File: src/utbbg_defs.svh
`ifndef UTBBG_DEFS_SVH
`define UTBBG_DEFS_SVH

// register indices on the channel register port
`define UTBBG_ADDR_DIV_LO     3'h0
`define UTBBG_ADDR_DIV_HI     3'h1
`define UTBBG_ADDR_LCR        3'h3
`define UTBBG_ADDR_MCR        3'h4
`define UTBBG_ADDR_LSR        3'h5

// line control fields
`define UTBBG_LCR_WLEN_LSB    0
`define UTBBG_LCR_STOP_BIT    2
`define UTBBG_LCR_PAR_BIT     3
`define UTBBG_LCR_BRK_BIT     6
`define UTBBG_LCR_DLAB_BIT    7

// modem control and line status fields
`define UTBBG_MCR_PRESC_BIT   7
`define UTBBG_LSR_BRK_BIT     4

// reset values
`define UTBBG_LCR_RST         8'h1D
`define UTBBG_MCR_RST         8'h00
`define UTBBG_DIV_RST         16'h0000

// timing figures
`define UTBBG_PRESC_DIV       2'h3
`define UTBBG_TICKS_PER_BIT   8'h10
`define UTBBG_STOP1_TICKS     8'h10
`define UTBBG_STOP15_TICKS    8'h18
`define UTBBG_STOP2_TICKS     8'h20
`define UTBBG_BASE_BITS       4'h6
`define UTBBG_TIMEOUT_CHARS   4

// interrupt identity for stale receive data
`define UTBBG_IDENT_TIMEOUT   6'h0C
`define UTBBG_IDENT_NONE      6'h01
`define UTBBG_PRIO_TIMEOUT    3'h2

`endif

File: src/utbbg_pkg.sv
`default_nettype none
package utbbg_pkg;
  typedef logic [15:0] utbbg_div_t;
  typedef logic [7:0]  utbbg_byte_t;
  typedef enum logic [1:0] {
    UTBBG_WL5 = 2'b00,
    UTBBG_WL6 = 2'b01,
    UTBBG_WL7 = 2'b10,
    UTBBG_WL8 = 2'b11
  } utbbg_wlen_t;
endpackage
`default_nettype wire

File: src/utbbg_baud_gen.sv
`timescale 1ns/10ps
`default_nettype none
`include "utbbg_defs.svh"
module utbbg_baud_gen (
  // clock and reset
  input  wire logic              core_clk,
  input  wire logic              sys_rst,
  // configuration
  input  wire logic              clock_prescale_select,
  input  wire utbbg_pkg::utbbg_div_t divisor,
  // 16x baud tick
  output logic                   baud_tick
);

  logic [1:0]             pre_cnt_q;
  logic                   pre_tick;
  utbbg_pkg::utbbg_div_t  div_cnt_q;
  logic                   wrap;

  //////////////////////////////////////////////////////////////////////////////
  // prescaler: divide by four or pass through
  always_ff @(posedge core_clk or posedge sys_rst) begin
    if (sys_rst) begin
      pre_cnt_q <= 2'h0;
    end else begin
      pre_cnt_q <= clock_prescale_select ? pre_cnt_q + 2'h1 : 2'h0;
    end
  end

  assign pre_tick = !clock_prescale_select || (pre_cnt_q == `UTBBG_PRESC_DIV);

  //////////////////////////////////////////////////////////////////////////////
  // divisor counter; >= compare so a shrunken divisor cannot strand it
  assign wrap = (div_cnt_q >= divisor - 16'h0001);

  always_ff @(posedge core_clk or posedge sys_rst) begin
    if (sys_rst) begin
      div_cnt_q <= 16'h0000;
      baud_tick <= 1'b0;
    end else begin
      baud_tick <= 1'b0;
      if (divisor == 16'h0000) begin
        div_cnt_q <= 16'h0000;
      end else if (pre_tick) begin
        div_cnt_q <= wrap ? 16'h0000 : div_cnt_q + 16'h0001;
        baud_tick <= wrap;
      end
    end
  end

  //////////////////////////////////////////////////////////////////////////////
  AST_ZERO_DIV_SILENT: assert property (@(posedge core_clk) disable iff (sys_rst)
    (divisor == 16'h0000) [*2] |=> !baud_tick)
    else $error("baud tick with zero divisor");

  AST_DIV_ONE_EVERY: assert property (@(posedge core_clk) disable iff (sys_rst)
    (divisor == 16'h0001 && !clock_prescale_select) [*3] |-> baud_tick)
    else $error("divisor one must tick every cycle");

  AST_DIV_TWO_SPACING: assert property (@(posedge core_clk) disable iff (sys_rst)
    (baud_tick && divisor == 16'h0002 && !clock_prescale_select && $stable(divisor)) |=> !baud_tick)
    else $error("divisor two ticked back to back");

  AST_PRESCALE_GAP: assert property (@(posedge core_clk) disable iff (sys_rst)
    (baud_tick && clock_prescale_select) [*1] ##1 clock_prescale_select [*3] |-> !$past(baud_tick))
    else $error("prescaled tick too close");

endmodule
`default_nettype wire

File: src/utbbg_top.sv
`timescale 1ns/10ps
`default_nettype none
`include "utbbg_defs.svh"
module utbbg_top #(
  parameter int FIFO_LVL_W = 7
) (
  // clock and reset
  input  wire logic                  core_clk,
  input  wire logic                  sys_rst,
  // register port
  input  wire logic                  reg_wr,
  input  wire logic                  reg_rd,
  input  wire logic [2:0]            reg_addr,
  input  wire logic [7:0]            reg_wdata,
  output logic      [7:0]            reg_rdata_q,
  // serial lines
  input  wire logic                  rx_line,
  input  wire logic                  tx_serial,
  output logic                       tx_line_q,
  // receive path links
  input  wire logic [FIFO_LVL_W-1:0] rx_fifo_level,
  input  wire logic [FIFO_LVL_W-1:0] rx_trigger_level,
  input  wire logic                  rx_fifo_read,
  input  wire logic                  rx_stop_mid,
  // status and pacing
  output logic                       baud_tick_q,
  output logic                       rx_timeout_q,
  output logic [5:0]                 ident_code_q,
  output logic [2:0]                 ident_prio_q,
  output logic                       break_event_q,
  output logic                       clock_prescale_select_q
);

  //////////////////////////////////////////////////////////////////////////////
  // frame length in 16x ticks; 1.5 stop bits only with five-bit words
  function automatic logic [7:0] char_ticks(input logic [7:0] lcr);
    logic [3:0] nbits;
    logic [7:0] stop;
    nbits = `UTBBG_BASE_BITS + {2'b00, lcr[`UTBBG_LCR_WLEN_LSB +: 2]} + {3'b000, lcr[`UTBBG_LCR_PAR_BIT]};
    if (!lcr[`UTBBG_LCR_STOP_BIT]) begin
      stop = `UTBBG_STOP1_TICKS;
    end else if (utbbg_pkg::utbbg_wlen_t'(lcr[`UTBBG_LCR_WLEN_LSB +: 2]) == utbbg_pkg::UTBBG_WL5) begin
      stop = `UTBBG_STOP15_TICKS;
    end else begin
      stop = `UTBBG_STOP2_TICKS;
    end
    char_ticks = {nbits, 4'h0} + stop;
  endfunction

  //////////////////////////////////////////////////////////////////////////////
  // registers
  utbbg_pkg::utbbg_byte_t div_lo_q;
  utbbg_pkg::utbbg_byte_t div_hi_q;
  utbbg_pkg::utbbg_byte_t lcr_q;
  utbbg_pkg::utbbg_div_t  divisor;
  logic                   dlab;
  logic                   brk_seen_q;
  logic                   lsr_rd;
  logic                   gen_tick;

  assign dlab    = lcr_q[`UTBBG_LCR_DLAB_BIT];
  assign divisor = {div_hi_q, div_lo_q};
  assign lsr_rd  = reg_rd && reg_addr == `UTBBG_ADDR_LSR;

  // divisor bytes are written only with the latch access bit set
  always_ff @(posedge core_clk or posedge sys_rst) begin
    if (sys_rst) begin
      div_lo_q <= 8'(`UTBBG_DIV_RST);
      div_hi_q <= 8'(`UTBBG_DIV_RST >> 8);
    end else if (reg_wr && dlab) begin
      if (reg_addr == `UTBBG_ADDR_DIV_LO) begin
        div_lo_q <= reg_wdata;
      end
      if (reg_addr == `UTBBG_ADDR_DIV_HI) begin
        div_hi_q <= reg_wdata;
      end
    end
  end

  always_ff @(posedge core_clk or posedge sys_rst) begin
    if (sys_rst) begin
      lcr_q <= `UTBBG_LCR_RST;
    end else if (reg_wr && reg_addr == `UTBBG_ADDR_LCR) begin
      lcr_q <= reg_wdata;
    end
  end

  always_ff @(posedge core_clk or posedge sys_rst) begin
    if (sys_rst) begin
      clock_prescale_select_q <= 1'b0;
    end else if (reg_wr && reg_addr == `UTBBG_ADDR_MCR) begin
      clock_prescale_select_q <= reg_wdata[`UTBBG_MCR_PRESC_BIT];
    end
  end

  always_ff @(posedge core_clk or posedge sys_rst) begin
    if (sys_rst) begin
      reg_rdata_q <= 8'h00;
    end else if (reg_rd) begin
      unique case (reg_addr)
        `UTBBG_ADDR_DIV_LO: reg_rdata_q <= dlab ? div_lo_q : 8'h00;
        `UTBBG_ADDR_DIV_HI: reg_rdata_q <= dlab ? div_hi_q : 8'h00;
        `UTBBG_ADDR_LCR: reg_rdata_q <= lcr_q;
        `UTBBG_ADDR_MCR: reg_rdata_q <= {clock_prescale_select_q, 7'h00};
        `UTBBG_ADDR_LSR: reg_rdata_q <= {3'h0, brk_seen_q, 4'h0};
        default:         reg_rdata_q <= 8'h00;
      endcase
    end
  end

  //////////////////////////////////////////////////////////////////////////////
  // baud generator; its tick paces transmitter and receiver alike
  utbbg_baud_gen i_utbbg_baud_gen (
    .core_clk              (core_clk),
    .sys_rst               (sys_rst),
    .clock_prescale_select (clock_prescale_select_q),
    .divisor               (divisor),
    .baud_tick             (gen_tick)
  );

  always_ff @(posedge core_clk or posedge sys_rst) begin
    if (sys_rst) begin
      baud_tick_q <= 1'b0;
    end else begin
      baud_tick_q <= gen_tick;
    end
  end

  //////////////////////////////////////////////////////////////////////////////
  // receive time-out
  logic [7:0] frame_ticks;
  logic [9:0] to_limit;
  logic [9:0] to_cnt_q;
  logic       to_armed;
  logic       to_restart;
  logic       to_hit;

  assign frame_ticks = char_ticks(lcr_q);
  assign to_limit    = 10'(frame_ticks * `UTBBG_TIMEOUT_CHARS);
  assign to_armed    = (rx_fifo_level != '0) && (rx_fifo_level < rx_trigger_level);
  assign to_restart  = rx_stop_mid || rx_fifo_read;
  assign to_hit      = (to_cnt_q == to_limit - 10'h001) && gen_tick;

  always_ff @(posedge core_clk or posedge sys_rst) begin
    if (sys_rst) begin
      to_cnt_q <= 10'h000;
    end else if (to_restart || !to_armed) begin
      to_cnt_q <= 10'h000;
    end else if (gen_tick && to_cnt_q != to_limit) begin
      to_cnt_q <= to_cnt_q + 10'h001;
    end
  end

  // a hit in the same cycle as a restart is dropped: the restart means fresh data
  always_ff @(posedge core_clk or posedge sys_rst) begin
    if (sys_rst) begin
      rx_timeout_q <= 1'b0;
    end else if (to_restart || !to_armed) begin
      rx_timeout_q <= 1'b0;
    end else if (to_hit) begin
      rx_timeout_q <= 1'b1;
    end
  end

  always_ff @(posedge core_clk or posedge sys_rst) begin
    if (sys_rst) begin
      ident_code_q <= `UTBBG_IDENT_NONE;
      ident_prio_q <= 3'h0;
    end else begin
      ident_code_q <= rx_timeout_q ? `UTBBG_IDENT_TIMEOUT : `UTBBG_IDENT_NONE;
      ident_prio_q <= rx_timeout_q ? `UTBBG_PRIO_TIMEOUT : 3'h0;
    end
  end

  //////////////////////////////////////////////////////////////////////////////
  // break detection: one event per low stretch
  logic [8:0] brk_cnt_q;
  logic       brk_fire;

  assign brk_fire = !rx_line && gen_tick && (brk_cnt_q == {1'b0, frame_ticks});

  always_ff @(posedge core_clk or posedge sys_rst) begin
    if (sys_rst) begin
      brk_cnt_q <= 9'h000;
    end else if (rx_line) begin
      brk_cnt_q <= 9'h000;
    end else if (gen_tick && brk_cnt_q <= {1'b0, frame_ticks}) begin
      brk_cnt_q <= brk_cnt_q + 9'h001;
    end
  end

  always_ff @(posedge core_clk or posedge sys_rst) begin
    if (sys_rst) begin
      break_event_q <= 1'b0;
    end else begin
      break_event_q <= brk_fire;
    end
  end

  // sticky status; a new break beats the clearing read
  always_ff @(posedge core_clk or posedge sys_rst) begin
    if (sys_rst) begin
      brk_seen_q <= 1'b0;
    end else if (brk_fire) begin
      brk_seen_q <= 1'b1;
    end else if (lsr_rd) begin
      brk_seen_q <= 1'b0;
    end
  end

  //////////////////////////////////////////////////////////////////////////////
  // transmit line: break holds it low regardless of the shifter
  always_ff @(posedge core_clk or posedge sys_rst) begin
    if (sys_rst) begin
      tx_line_q <= 1'b1;
    end else begin
      tx_line_q <= lcr_q[`UTBBG_LCR_BRK_BIT] ? 1'b0 : tx_serial;
    end
  end

  //////////////////////////////////////////////////////////////////////////////
  AST_TX_BREAK_LOW: assert property (@(posedge core_clk) disable iff (sys_rst)
    lcr_q[`UTBBG_LCR_BRK_BIT] |=> !tx_line_q)
    else $error("tx not low during break");

  AST_TX_RELEASE: assert property (@(posedge core_clk) disable iff (sys_rst)
    (!lcr_q[`UTBBG_LCR_BRK_BIT] && tx_serial) |=> tx_line_q)
    else $error("tx held low without break");

  AST_TIMEOUT_RESTART: assert property (@(posedge core_clk) disable iff (sys_rst)
    to_restart |=> (to_cnt_q == 10'h000) && !rx_timeout_q)
    else $error("time-out not restarted");

  AST_TIMEOUT_FIRE: assert property (@(posedge core_clk) disable iff (sys_rst)
    (to_armed && !to_restart && gen_tick && to_cnt_q == to_limit - 10'h001) |=> rx_timeout_q)
    else $error("time-out missed at four character times");

  AST_TIMEOUT_CAUSE: assert property (@(posedge core_clk) disable iff (sys_rst)
    $rose(rx_timeout_q) |-> $past(to_cnt_q) == to_limit - 10'h001 && $past(to_armed))
    else $error("time-out raised early");

  AST_IDENT_TIMEOUT: assert property (@(posedge core_clk) disable iff (sys_rst)
    rx_timeout_q |=> ident_code_q == 6'h0C && ident_prio_q == 3'h2)
    else $error("wrong identity for time-out");

  AST_BREAK_CAUSE: assert property (@(posedge core_clk) disable iff (sys_rst)
    break_event_q |-> !$past(rx_line) && $past(brk_cnt_q) == {1'b0, $past(frame_ticks)})
    else $error("break flagged before a full frame low");

  AST_BREAK_STICKY: assert property (@(posedge core_clk) disable iff (sys_rst)
    break_event_q |-> brk_seen_q)
    else $error("break status not set");

  AST_DIV_JOIN: assert property (@(posedge core_clk) disable iff (sys_rst)
    (reg_wr && dlab && reg_addr == 3'h1) |=> div_hi_q == $past(reg_wdata))
    else $error("divisor high byte not stored");

  AST_SHARED_TICK: assert property (@(posedge core_clk) disable iff (sys_rst)
    gen_tick |=> baud_tick_q)
    else $error("generator tick not forwarded");

  AST_IDENT_IDLE: assert property (@(posedge core_clk) disable iff (sys_rst)
    !rx_timeout_q |=> ident_code_q == 6'h01 && ident_prio_q == 3'h0)
    else $error("identity shows time-out without one");

  AST_TIMEOUT_DISARM: assert property (@(posedge core_clk) disable iff (sys_rst)
    !to_armed |=> !rx_timeout_q)
    else $error("time-out held while not armed");

  AST_BREAK_ONCE: assert property (@(posedge core_clk) disable iff (sys_rst)
    break_event_q |=> !break_event_q)
    else $error("break event longer than one cycle");

  AST_BREAK_CLEAR: assert property (@(posedge core_clk) disable iff (sys_rst)
    (lsr_rd && !brk_fire) |=> !brk_seen_q)
    else $error("break status survived its read");

  AST_TX_FOLLOW: assert property (@(posedge core_clk) disable iff (sys_rst)
    (!lcr_q[`UTBBG_LCR_BRK_BIT] && !tx_serial) |=> !tx_line_q)
    else $error("tx line does not follow the shifter");

  AST_DIV_LOW_JOIN: assert property (@(posedge core_clk) disable iff (sys_rst)
    (reg_wr && dlab && reg_addr == 3'h0) |=> div_lo_q == $past(reg_wdata))
    else $error("divisor low byte not stored");

endmodule
`default_nettype wire

File: config.mk
export PLATFORM = sky130hd
export DESIGN_NAME = utbbg_top
export DESIGN_NICKNAME = d
export VERILOG_FILES = /design/src/utbbg_pkg.sv /design/src/utbbg_baud_gen.sv /design/src/utbbg_top.sv
export VERILOG_INCLUDE_DIRS = /design/src
export SDC_FILE = /design/constraint.sdc
export NUM_CORES = 1
export LEC_CHECK = 0
export BUFFER_PORTS_ARGS = -buffer_cell sky130_fd_sc_hd__buf_4
export CORE_UTILIZATION = 37
export CTS_BUF_LIST = sky130_fd_sc_hd__clkbuf_8
export CTS_CLUSTER_DIAMETER = 100
export DETAILED_ROUTE_END_ITERATION = 7
export PLACE_DENSITY_LB_ADDON = 0.3
export SYNTH_ARGS = -nofsm -noshare
export SYNTH_HDL_FRONTEND = slang
export SYNTH_HIERARCHICAL = 1
export SYNTH_SLANG_ARGS = --single-unit
export TNS_END_PERCENT = 10
File: constraint.sdc
create_clock -name core_clk -period 3.1 [get_ports core_clk]
set_input_delay 0.465 -clock core_clk [delete_from_list [all_inputs] [get_ports core_clk]]
set_output_delay 0.465 -clock core_clk [all_outputs]
set_load 0.1 [all_outputs]
# Word-level counts from Yosys, hierarchy flattened
# Index checks and enable logic that the tools add are counted.
[totals]
mem_count = 0
output_inout_bits = 22
inputBits = 33
latchBits = 0
reg_bits = 82
mem_bits_rw = 0
romBits = 0
elab_cells = 86
[classes]
eq_ne = 8
n_mul = 0
n_reduce_logical = 27
mux = 22
bitwise_logic = 0
n_addsub = 9
n_shift = 0
n_div = 0
n_lt_le_gt_ge = 3
[op_table]
columns = ["operator", "n"]
rows = [
  ["$mux W16", 3],
  ["$pmux W8 S5", 1],
  ["$mux W10", 2],
  ["$mux W9", 2],
  ["$add A16 B1 Y16 const B", 1],
  ["$ge A16 B16 Y1", 1],
  ["$logic_not A16 Y1", 1],
  ["$mux W8", 2],
  ["$sub A16 B1 Y16 const B", 1],
  ["$mux W6", 2],
  ["$add A10 B1 Y10 const B", 1],
  ["$eq A10 B10 Y1", 1],
  ["$logic_and A1 B1 Y1", 10],
  ["$ne A10 B10 Y1", 1],
  ["$reduce_bool A2 Y1", 5],
  ["$sub A10 B1 Y10 const B", 1],
  ["$add A9 B1 Y9 const B", 1],
  ["$eq A9 B8 Y1", 1],
  ["$le A9 B8 Y1", 1],
  ["$add A8 B8 Y8", 1],
  ["$lt A7 B7 Y1", 1],
  ["$mux W1", 7],
  ["$reduce_bool A7 Y1", 1],
  ["$eq A3 B3 Y1 const B", 2],
  ["13 further kinds", 19],
]

# Longest topological paths before layout
# Gate-level depths: netlist of the first run.
[depth]
word_depth = 9
depth_mapped = 14
mapped_depth_nobuf = 13

# Hierarchy
# Netlist of the first run, hierarchy kept.
[by_module_without_submodules]
columns = ["mod", "cells_per_inst", "area_per_inst_um2", "seq_area_each_um2", "n_inst"]
rows = [
  ["utbbg_top", 314, 3323.2, 1483.9, 1],
  ["utbbg_baud_gen", 167, 1511.4, 475.5, 1],
]

# Worst setup path after synthesis of the first run
# OpenSTA, ideal clock, no wires.
[synth_timing]
path_type = "reg-to-reg"
from = "register div_lo_q[3]"
to = "register i_utbbg_baud_gen.div_cnt_q[10]"
path_slack_ns = -0.323
period_less_slack_ns = 3.423
t_arrival_ns = 3.350
setup_time_ns = 0.072
stages_incl_launch_ff = 14
n_path_buf = 1
required_ns = 3.028
cell_sequence = "dfrtp_1 -> or3_1 -> nor3_1 -> nand2b_1 -> or3_1 -> xor2_1 -> ha_1 -> a21o_1 -> a21o_1 -> a2111oi_0 -> and3_1 -> o22ai_1 -> clkbuf_1 -> nor2_1"
[synth_via]
elab_chain_len = 5
word_cells_on_any_way = 7
cone_classes = "1 x add/sub; 1 x order compare; 3 x mux; 2 x reduce/logical"
[synth_rtl]
columns = ["item", "line_no", "rtl"]
rows = [
  ["start, declared", "utbbg_top.sv:52", "utbbg_pkg::utbbg_byte_t div_lo_q;"],
  ["start signal, assigned", "utbbg_top.sv:68", "div_lo_q <= 8'(`UTBBG_DIV_RST);"],
  ["start signal, assigned", "utbbg_top.sv:72", "div_lo_q <= reg_wdata;"],
  ["$sub A16 B1 Y16", "utbbg_baud_gen.sv:34", "assign wrap = (div_cnt_q >= divisor - 16'h0001);"],
  ["$ge A16 B16 Y1", "utbbg_baud_gen.sv:34", ""],
  ["$mux W16", "utbbg_baud_gen.sv:45", "div_cnt_q <= wrap ? 16'h0000 : div_cnt_q + 16'h0001;"],
  ["$mux W16", "utbbg_baud_gen.sv:44", "end else if (pre_tick) begin"],
  ["$mux W16", "utbbg_baud_gen.sv:42", "if (divisor == 16'h0000) begin"],
  ["end signal, assigned", "utbbg_baud_gen.sv:45", ""],
  ["end, declared", "utbbg_baud_gen.sv:17", "utbbg_pkg::utbbg_div_t div_cnt_q;"],
]
# Parallel ways exist; a longest one is shown, timed or not. The select of a mux whose other input is x is not followed.
# A chain may end at the register's enable or synchronous reset.

# Worst setup path after layout of the first run
[layout_timing]
from = "register div_lo_q[6]"
to = "register i_utbbg_baud_gen.div_cnt_q[15]"
# The elaborated chain is that of the path after synthesis.

==> results of run 1 <==
==> routing by layer <==
layer | track usage (%) | part of all wire, % | wire, um
met1 | 22.91 | 45 | 5016
met2 | 30.22 | 51 | 5651
met3 | 1.868 | 2.3 | 251
met4 | 7.009 | 1.9 | 206
met5 | 0 | 0 | 0
==> power by group through the flow <==
stage / Combinational [uW] / Sequential, uW / Clock, uW
floorplan: 984 / 1420 / 0
global placement: 1580 / 1320 / 0
detailed placement: 1630 / 1320 / 0
CTS: 1750 / 1310 / 790
global route: 2060 / 1340 / 828
finish: 1860 / 1310 / 770
==> what timing repair did <==
| item | CTS | global route |
|---|---|---|
| gates cloned | 0 | 1 |
| resized for setup | 17 | 37 |
| pin swaps | 12 | 26 |
| setup buffers | 4 | 2 |
| setup endpoints to repair | 26 | 30 |
==> final cells by class <==
type	count	area, um2
Multi-Input combinational cell	351	2924
Clock inverter	7	75.07
Timing Repair Buffer	97	747.0
Sequential cell	78	1959
Inverter	39	146.4
Fill cell	1161	6480
Clock buffer	9	123.9
Tap cell	172	215.2
==> kinds of logic after synthesis <==
family	after synthesis	synth area share (%)
multiplexers	33	7.634
flip-flops	78	40.53
AO/OA/AOI/OAI	67	9.369
other	1	0.07757
AND/OR/NAND/NOR	156	17.81
adder cells (fa/ha/maj)	39	10.25
XOR/XNOR	51	9.395
buffers and inverters	56	4.943
==> metrics by stage <==
step	hold WS (ps)	setup slack (ps)
2_1_floorplan	378.9	-87.44
3_3_place_gp	385.6	-154.1
3_5_place_dp	408.9	-309.2
4_1_cts	217.3	-157.1
5_1_grt	241.6	-387.0
6_report	201.5	-242.7
==> sequential cells by signal, summed over array words and instances (netlist names) <==
name,flops
brk_seen_q,1
brk_cnt_q,9
tx_line_q,1
i_utbbg_baud_gen/div_cnt_q,16
i_utbbg_baud_gen/baud_tick,1
reg_rdata_q,8
break_event_q,1
to_cnt_q,10
rx_timeout_q,1
div_hi_q,8
div_lo_q,8
i_utbbg_baud_gen/pre_cnt_q,2
clock_prescale_select_q,1
baud_tick_q,1
lcr_q,8
ident_code_q,2
==> cell usage in the layout, fill, tap and decap left out, drive strengths merged, types with 3 or more instances in the layout <==
master,instances
a2111oi,4
xnor2,24
and3,12
inv,39
a21oi,14
a22oi,6
clkinv,3
nand4,19
nand3,5
dfrtp,72
buf,97
and2,3
clkbuf,9
mux2,31
clkinvlp,3
nand2b,6
dfstp,6
o21ai,14
conb,5
a21o,5
nor2,41
nor2b,7
xor2,27
ha,38
nand2,23
nor3b,3
and4,3
nor4,4
or4,5
o22ai,11
nor3,11
or3,7
==> critical path: stages, from the launching register on <==
cell and delay [ps]:
dfrtp_1 380, or4_4 560, or4_4 550, nor3_4 180, xnor2_2 90, ha_1 310
nand4_1 160, nor2_2 70, a2111oi_4 350, and3_4 260, o22ai_4 80, buf_8 180
a21oi_2 90
==> worst max-delay path by stage <==
stage,start,endpoint,slack (ps),cells past startpoint
floorplan,div_lo_q[4],i_utbbg_baud_gen/div_cnt_q[10],-90,13
global placement,lcr_q[3],brk_cnt_q[2],-150,13
detailed placement,lcr_q[3],brk_cnt_q[0],-310,12
CTS,div_hi_q[1],i_utbbg_baud_gen/div_cnt_q[4],-160,12
global route,div_lo_q[6],i_utbbg_baud_gen/div_cnt_q[2],-390,12
finish,div_lo_q[6],i_utbbg_baud_gen/div_cnt_q[15],-240,12
==> summary.txt, run 1 <==
Worst setup path
  – Nature of the critical path startpoint: flip-flop
  – Worst flop-to-flop path endpoint: i_utbbg_baud_gen/div_cnt_q[15]
  – Worst r2r path cells: 12
  – CP max FO: 6
  – Reg-to-reg startpoint: div_lo_q[6]
  – Crit Path Category: reg -> reg
  – R2R Setup Slk: -240 ps
  – CP arrival: 3640 ps
  – Worst EP required: 3390 ps
  – Critical Path Sink Type: flip-flop

Outcome
  – Failing checks: negative setup slack
  – Outcome: complete, but fails checks

Power
  – Pwr Density: 636.5 nW/um2
  – Clock power share: 19.5%
  – Total power: 3940 uW
  – P_int: 2440 uW
  – Pleak: 0.002808 uW
  – Net Sw Frac: 38.07%
  – Combinational power share: 47.3%
  – Maximum VDD drop: 0.0002840 V
  – Switch Pwr: 1500 uW
  – Sequential power share: 33.2%

Yosys
  – Netlist area before placement: 4835 um2
  – Most numerous cell in the Yosys netlist: dfrtp_1
  – Main synth FF type: dfrtp_1
  – Synthesized flop and latch total: 78
  – Most frequent cells after synthesis: dfrtp_1 (72), nor2_1 (41), inv_1 (39)
  – Register area share after synthesis: 40.53%
  – Async SR Flop Fraction: 100.0%
  – Number of flops mapped to enable cells by yosys: 0
  – Area fraction of the dominant cell type after synthesis: 37.27%
  – Syn avg cell area: 10.05 um2
  – Cell taking the most area after synthesis: dfrtp_1
  – Top post-synthesis cells by area: dfrtp_1 (37%), ha_1 (9.8%), mux2_2 (7.2%), xor2_1 (4.9%), xnor2_1 (4.2%)
  – Yosys warning total: 6
  – Yosys cell types: 56
  – Mapped Cells: 481

STA
  – Final Worst Setup Slack: -242.7 ps
  – Final clock skew: 7.641 ps
  – Final Critical Period: 3343 ps
  – Highest clock rate: 299.2 MHz
  – Worst slew pin tran: 938.4 ps
  – Setup violators final: 24
  – Final hold violation count: 0
  – Count of pins over their slew limit: 0
  – RSZ-0062 raised after global routing: yes
  – Slew Limit Headroom: 37.16%
  – Crit share post-route: 107.8%
  – Setup_tns: -3535 ps

Placed design
  – Routability cong.: 0.8078
  – Dpl cells: 730
  – Post-detail-place hpwl: 8391 um
  – IO Port Bufs: 49
  – DP Area: 5685 um2

Finish
  – Inserted Diodes: 0
  – Design Area, Final: 6191 um2
  – Final core occ: 48.86%
  – Finished Layout Cells: 753
  – Layout cells sized above 1: 33.73%
  – Area grow syn2layout: 28.05%
  – Final #Nets: 648

Global route
  – Initial antenna violation count: 0
  – Vias in the first global route: 3832
  – Global-route wire length before repair: 18600 um
  – Total GRT Usage: 17.67%
  – Largest net degree at the start of global routing: 30
  – Gr ovfl total: 0

CTS
  – Clock sinks: 78
  – H-tree levels: 3
  – Worst-path clk slew: 90 ps
  – CTS Hold Bufs: 0
  – Root Driver: clkbuf_8
  – Clk_lat worst skew: 360 ps
  – CTS tree: yes
  – TritonCTS Buffers: 9
  – Clock Tree Buf Depth: 2

Routing
  – Via Count: 3786
  – Routed WL: 11130 um
  – Iter 0 DRT Violations: 142
  – Post-DRT Antenna Nets: 0
  – Vias per inst: 5.028
  – DR pass1 iterations: 4
  – DRC errors left: 0
  – Routed length per instance: 14.78 um

Floorplanning
  – Ports: 55
  – Initial Util: 38.16%
  – Die Y: 116.3 um
  – Die width: 116.3 um
  – Row count: 41
  – Core Area: 12670 um2
  – DIE AREA: 13530 um2

Worst hold path
  – Min-Delay Path Class: in -> async

Flow run
  – Max-cap violations: 0
(Power assumes the default switching activity.)
==> run 2, diff against run 1 <==
Settings changed: SYNTH_HIERARCHICAL 1 to not set.
==> run 2 against run 1 <==
Effect of this change: the flow still finishes with violations (negative setup slack); synthesized cell count increased by 0.21%; register-to-register slack worse by 50 ps; count of clock-buffer cells in the layout is 1 higher; hold slack got worse by 45 ps; largest power group unchanged.
==> summary.txt, run 2 <==
Outcome
  – Failing checks: negative setup slack
  – Outcome: complete, but fails checks

Global route
  – Global-route wire length before repair: 18320 um
  – Initial antenna violation count: 0
  – Largest net degree at the start of global routing: 41
  – Total GRT Usage: 17.55%
  – Vias in the first global route: 3782
  – Gr ovfl total: 0

Worst setup path
  – R2R Setup Slk: -290 ps
  – Crit Path Category: reg -> reg
  – Critical Path Sink Type: flip-flop
  – Nature of the critical path startpoint: flip-flop
  – Worst EP required: 3390 ps
  – CP arrival: 3680 ps
  – CP max FO: 10

Yosys
  – Register area share after synthesis: 40.17%
  – Async SR Flop Fraction: 100.0%
  – Netlist area before placement: 4877 um2
  – Number of flops mapped to enable cells by yosys: 0
  – Most numerous cell in the Yosys netlist: dfrtp_1
  – Syn avg cell area: 10.12 um2
  – Top post-synthesis cells by area: dfrtp_1 (37%), ha_1 (10%), mux2_2 (7.2%), xnor2_1 (3.6%), xor2_1 (3.6%)
  – Cell taking the most area after synthesis: dfrtp_1
  – Synthesized flop and latch total: 78
  – Main synth FF type: dfrtp_1
  – Yosys cell types: 64
  – Most frequent cells after synthesis: dfrtp_1 (72), ha_1 (39), inv_1 (39)
  – Mapped Cells: 482
  – Area fraction of the dominant cell type after synthesis: 36.94%
  – Yosys warning total: 0

CTS
  – Clock sinks: 78
  – Worst-path clk slew: 100 ps
  – Clock Tree Buf Depth: 2
  – Root Driver: clkbuf_8
  – H-tree levels: 3
  – TritonCTS Buffers: 9
  – CTS tree: yes
  – Clk_lat worst skew: 390 ps
  – CTS Hold Bufs: 0

Finish
  – Largest regs: i_utbbg_baud_gen.div_cnt_q: 16 flops, to_cnt_q: 10 flops, brk_cnt_q: 9 flops
  – Inserted Diodes: 0
  – Largest register FFs: 16
  – Commonest non-fill, non-tap cell in the layout: buf_4
  – Most frequent cells in the layout: buf_4 (94), dfrtp_1 (72), ha_1 (35)
  – Filler instances: 1198
  – Layout cells sized above 1: 33.73%
  – Finished Layout Cells: 756
  – Largest reg by FF count: i_utbbg_baud_gen.div_cnt_q
  – Final #Nets: 652
  – Design Area, Final: 6150 um2
  – Final core occ: 48.34%
  – Area grow syn2layout: 26.09%

Routing
  – Post-DRT Antenna Nets: 0
  – DRC errors left: 0
  – Via Count: 3873
  – Routed length per instance: 14.30 um
  – Vias per inst: 5.123
  – Iter 0 DRT Violations: 142
  – DR pass1 iterations: 4
  – Routed WL: 10810 um

Floorplanning
  – Core Area: 12720 um2
  – Die width: 116.8 um
  – Initial Util: 38.34%
  – Die Y: 116.8 um
  – Row count: 41
  – DIE AREA: 13640 um2
  – Ports: 55

STA
  – Count of pins over their slew limit: 0
  – RSZ-0062 raised after global routing: yes
  – Highest clock rate: 294.9 MHz
  – Hold WS: 156.4 ps
  – Setup violators final: 17
  – Slew Limit Headroom: 41.27%
  – Final Worst Setup Slack: -291.4 ps
  – Crit share post-route: 109.4%
  – Final Critical Period: 3391 ps
  – Final hold violation count: 0
  – Final clock skew: 14.41 ps
  – Worst slew pin tran: 877.1 ps

Power
  – Pleak: 0.002769 uW
  – Pwr Density: 644.3 nW/um2
  – Maximum VDD drop: 0.0004460 V

Placed design
  – Routability cong.: 0.8189
  – Dpl cells: 736
  – DP Area: 5741 um2
  – IO Port Bufs: 49
  – Post-detail-place hpwl: 8148 um
  – Pre-CTS WS: -409.4 ps

Flow run
  – Max-cap violations: 0

Worst hold path
  – Min-Delay Path Class: in -> async
run 2: area by class of cell:
cell class	instances	area, um2	area share (%)
Inverter	39	147.6	2.401
Timing Repair Buffer	95	716.9	11.66
Clock buffer	10	137.6	2.238
Multi-Input combinational cell	356	2922	47.51
Tap cell	172	215.2	3.499
Clock inverter	6	51.30	0.8342
Sequential cell	78	1959	31.86
run 2: worst paths after layout:
kind | end | start | cells past startpoint
max | i_utbbg_baud_gen.div_cnt_q[4] | div_lo_q[1] | 16
min | i_utbbg_baud_gen.div_cnt_q[14] | sys_rst | 2
max reg2reg | i_utbbg_baud_gen.div_cnt_q[4] | div_lo_q[1] | 16
min reg2reg | tx_line_q | lcr_q[6] | 1
max in group asynchronous | tx_line_q | sys_rst | 3
min in group core_clk | tx_line_q | tx_serial | 2
run 2: logic make-up (layout without fill, tap and decap cells):
logic type	Yosys count	in the layout	synth area share, %
and+or+nand+nor	158	159	18.45
AOI/OAI and AO/OA	78	78	11.31
DFF	78	78	40.17
buffers and inverters	53	150	4.618
adders and majority gates	40	40	10.42
xor gates and xnor gates	40	40	7.183
muxes	34	34	7.773
other	1	5	0.07689
run 2: routing by layer:
metal / routed length, um / global-route usage (%) / part of all wire [%]
met1: 4908 / 22.16 / 45
met5: 0 / 0 / 0
met2: 5305 / 29.19 / 49
met3: 404 / 4.583 / 3.7
met4: 190 / 6.076 / 1.8
run 2: worst max-delay path, cell delays in order (launching register included):
cell and delay [ps]:
dfrtp_1 420, inv_2 100, ha_4 130, nor4b_4 200
nand2_1 100, or3_4 340, or2_4 270, nor4_4 150
xnor2_1 100, ha_1 300, and4_4 230, nand3_4 90
a311oi_4 270, nor4b_4 90, buf_6 150, a21o_1 150
a22o_2 200
run 2: power by group:
| group | internal [uW] | switching, uW |
|---|---|---|
| Combinational | 919 | 932 |
| Clock | 325 | 441 |
| Sequential | 1170 | 179 |
| Total | 2410 | 1550 |
run 2: what timing repair did:
item | CTS | global route
endpoints found under the setup margin | 26 | 26
gates resized for setup | 25 | 14
gates cloned | 1 | 0
buffers inserted | 2 | 2
pin swaps | 15 | 6
run 2: through the flow:
| stage | setup TNS [ps] | power, uW |
|---|---|---|
| 2_1_floorplan | -4235 | 2434 |
| 3_3_place_gp | -5764 | 2977 |
| 3_5_place_dp | -8314 | 3040 |
| 4_1_cts | -3856 | 3938 |
| 5_1_grt | -7783 | 4243 |
| 6_report | -3739 | 3962 |
==> run 3, diff against run 2 <==
Settings changed: SKIP_CTS_REPAIR_TIMING set to 1.
==> run 3 against run 2 <==
Effect of this change: the flow still finishes with violations (negative setup slack); critical path depth stayed put; maximum frequency hardly changed; cell count stayed put; sequential cell count stayed put; non-clock buffer count stayed put; count of clock-buffer cells in the layout stayed put; clock skew is 3.6 ps lower; cell area is 0.43% higher; power is 0.75% higher; hold slack worse by 2.0 ps; critical endpoint unchanged; highest routed layer unchanged.
==> summary.txt, run 3 (synthesis gave the netlist of run 2 again) <==
Routing
  – Via Count: 3917
  – Iter 0 DRT Violations: 146
  – Routed WL: 10900 um
  – Post-DRT Antenna Nets: 0
  – Routed length per instance: 14.42 um
  – DR pass1 iterations: 4
  – Vias per inst: 5.181
  – DRC errors left: 0

Power
  – Combinational power share: 47.2%
  – Pwr Density: 646.4 nW/um2
  – Sequential power share: 33.7%
  – Total power: 3992 uW
  – Clock power share: 19.1%
  – P_int: 2436 uW
  – Maximum VDD drop: 0.0004519 V
  – Switch Pwr: 1556 uW
  – Net Sw Frac: 38.97%
  – Pleak: 0.002762 uW

Finish
  – Final #Nets: 652
  – Largest register FFs: 16
  – Most frequent cells in the layout: buf_4 (93), dfrtp_1 (72), nor2_1 (34)
  – Largest regs: i_utbbg_baud_gen.div_cnt_q: 16 flops, to_cnt_q: 10 flops, brk_cnt_q: 9 flops
  – Commonest non-fill, non-tap cell in the layout: buf_4
  – Largest reg by FF count: i_utbbg_baud_gen.div_cnt_q
  – Layout cells sized above 1: 34.59%
  – Inserted Diodes: 0
  – Filler instances: 1199
  – Area grow syn2layout: 26.63%

Worst setup path
  – CP startpoint: div_lo_q[0]
  – CP max FO: 10
  – Slowest Stage Delay on Critical Path: 420 ps
  – Crit-path cells: inv_2 -> ha_4 -> nor4b_4 -> nand2_1 -> or3_1 -> or2_1 -> nor4_2 -> xnor2_1 -> ha_1 -> and4_4 -> nand3_4 -> a311oi_4 -> nor4b_4 -> buf_6 -> a21o_1 -> a22o_2
  – Critical Path Most Common Cell: nor4b_4
  – Nature of the critical path startpoint: flip-flop
  – CP arrival: 3680 ps
  – Crit-path slowest cell: dfrtp_1
  – Worst EP required: 3380 ps
  – Reg-to-reg startpoint: div_lo_q[0]
  – Crit Path Category: reg -> reg
  – Critical Path Sink Type: flip-flop

STA
  – Final Critical Period: 3392 ps
  – Hold WS: 154.4 ps
  – Final Worst Setup Slack: -292.0 ps
  – Worst slew pin tran: 874.3 ps
  – Final hold violation count: 0
  – Highest clock rate: 294.8 MHz
  – Count of pins over their slew limit: 0
  – Final clock skew: 10.78 ps
  – RSZ-0062 raised after global routing: yes
  – Setup_tns: -3430 ps
  – Setup violators final: 18
  – Slew Limit Headroom: 41.46%
  – Crit share post-route: 109.4%

Placed design
  – Post-detail-place hpwl: 8148 um
  – Pre-CTS WS: -409.4 ps
  – IO Port Bufs: 49
  – Routability cong.: 0.8189

Global route
  – Vias in the first global route: 3769
  – Initial antenna violation count: 0
  – Total GRT Usage: 17.31%
  – Gr ovfl total: 0
  – Largest net degree at the start of global routing: 41
  – Global-route wire length before repair: 18050 um

Floorplanning
  – DIE AREA: 13640 um2
  – Initial Util: 38.34%
  – Die width: 116.8 um
  – Die Y: 116.8 um
  – Ports: 55
  – Row count: 41
  – Core Area: 12720 um2

CTS
  – CTS tree: yes
  – H-tree levels: 3
  – Clock sinks: 78
  – Clock Tree Buf Depth: 2
  – Clk_lat worst skew: 390 ps
  – Root Driver: clkbuf_8
  – TritonCTS Buffers: 9
  – Worst-path clk slew: 90 ps

Flow run
  – Max-cap violations: 0

Worst hold path
  – Min-Delay Path Class: in -> async

Outcome
  – Failing checks: negative setup slack
  – Outcome: complete, but fails checks
## run 3: cell types whose count changed in the layout (fill, tap and decap cells not counted), sizes merged
cell    change
nand2       -1
nand2b      +1
## run 3: path summary, 6_finish.rpt
check                                                       to  slack, ps  depth (start not counted)
worst max-delay path             i_utbbg_baud_gen.div_cnt_q[4]       -290                         16
worst min-delay path            i_utbbg_baud_gen.div_cnt_q[14]        150                          2
worst max register to register   i_utbbg_baud_gen.div_cnt_q[4]       -290                         16
worst min register to register                       tx_line_q        440                          1
max in group asynchronous                            tx_line_q       2150                          3
min in group core_clk                                tx_line_q        300                          2
## run 3: power by group through the flow
stage | registers [uW] | clock network, uW | logic, uW
detailed placement | 1360 | 0 | 1680
CTS | 1340 | 790 | 1690
global route | 1370 | 825 | 2080
global placement | 1350 | 0 | 1630
floorplan | 1420 | 0 | 1020
finish | 1350 | 763 | 1880
## run 3: worst max-delay path: cells and delay by family, from the launching register on
family / cells / cell delay [ps]
AOI/OAI and AO/OA: 3 / 630
xor gates and xnor gates: 1 / 110
adders and majority gates: 2 / 430
buffers and inverters: 2 / 250
DFF: 1 / 420
and+or+nand+nor: 8 / 1470
## run 3: routing by layer
metal,vias up,global-route usage (%),share of wire [%]
li1,1910,-,-
met1,1889,21.77,44
met2,95,28.60,50
met3,23,4.583,4.1
met4,0,6.498,1.9
met5,-,0,0
## run 3: cell type report
type	count	area (um2)	share of cell area (%)
multi-input combinational	356	2942	47.63
clock buffer	10	137.6	2.229
sequential	78	1959	31.73
inverter	39	150.1	2.431
timing repair buffer	95	720.7	11.67
tap	172	215.2	3.485
clock inverter	6	51.30	0.8306
## run 3: through the flow
stage	cell area [um2]	cells	utilization (%)
3_3_place_gp	5741	736	45.12
3_5_place_dp	5741	736	45.12
6_report	6176	756	48.54
5_1_grt	6176	756	48.54
2_1_floorplan	4912	486	-
4_1_cts	5929	752	46.61
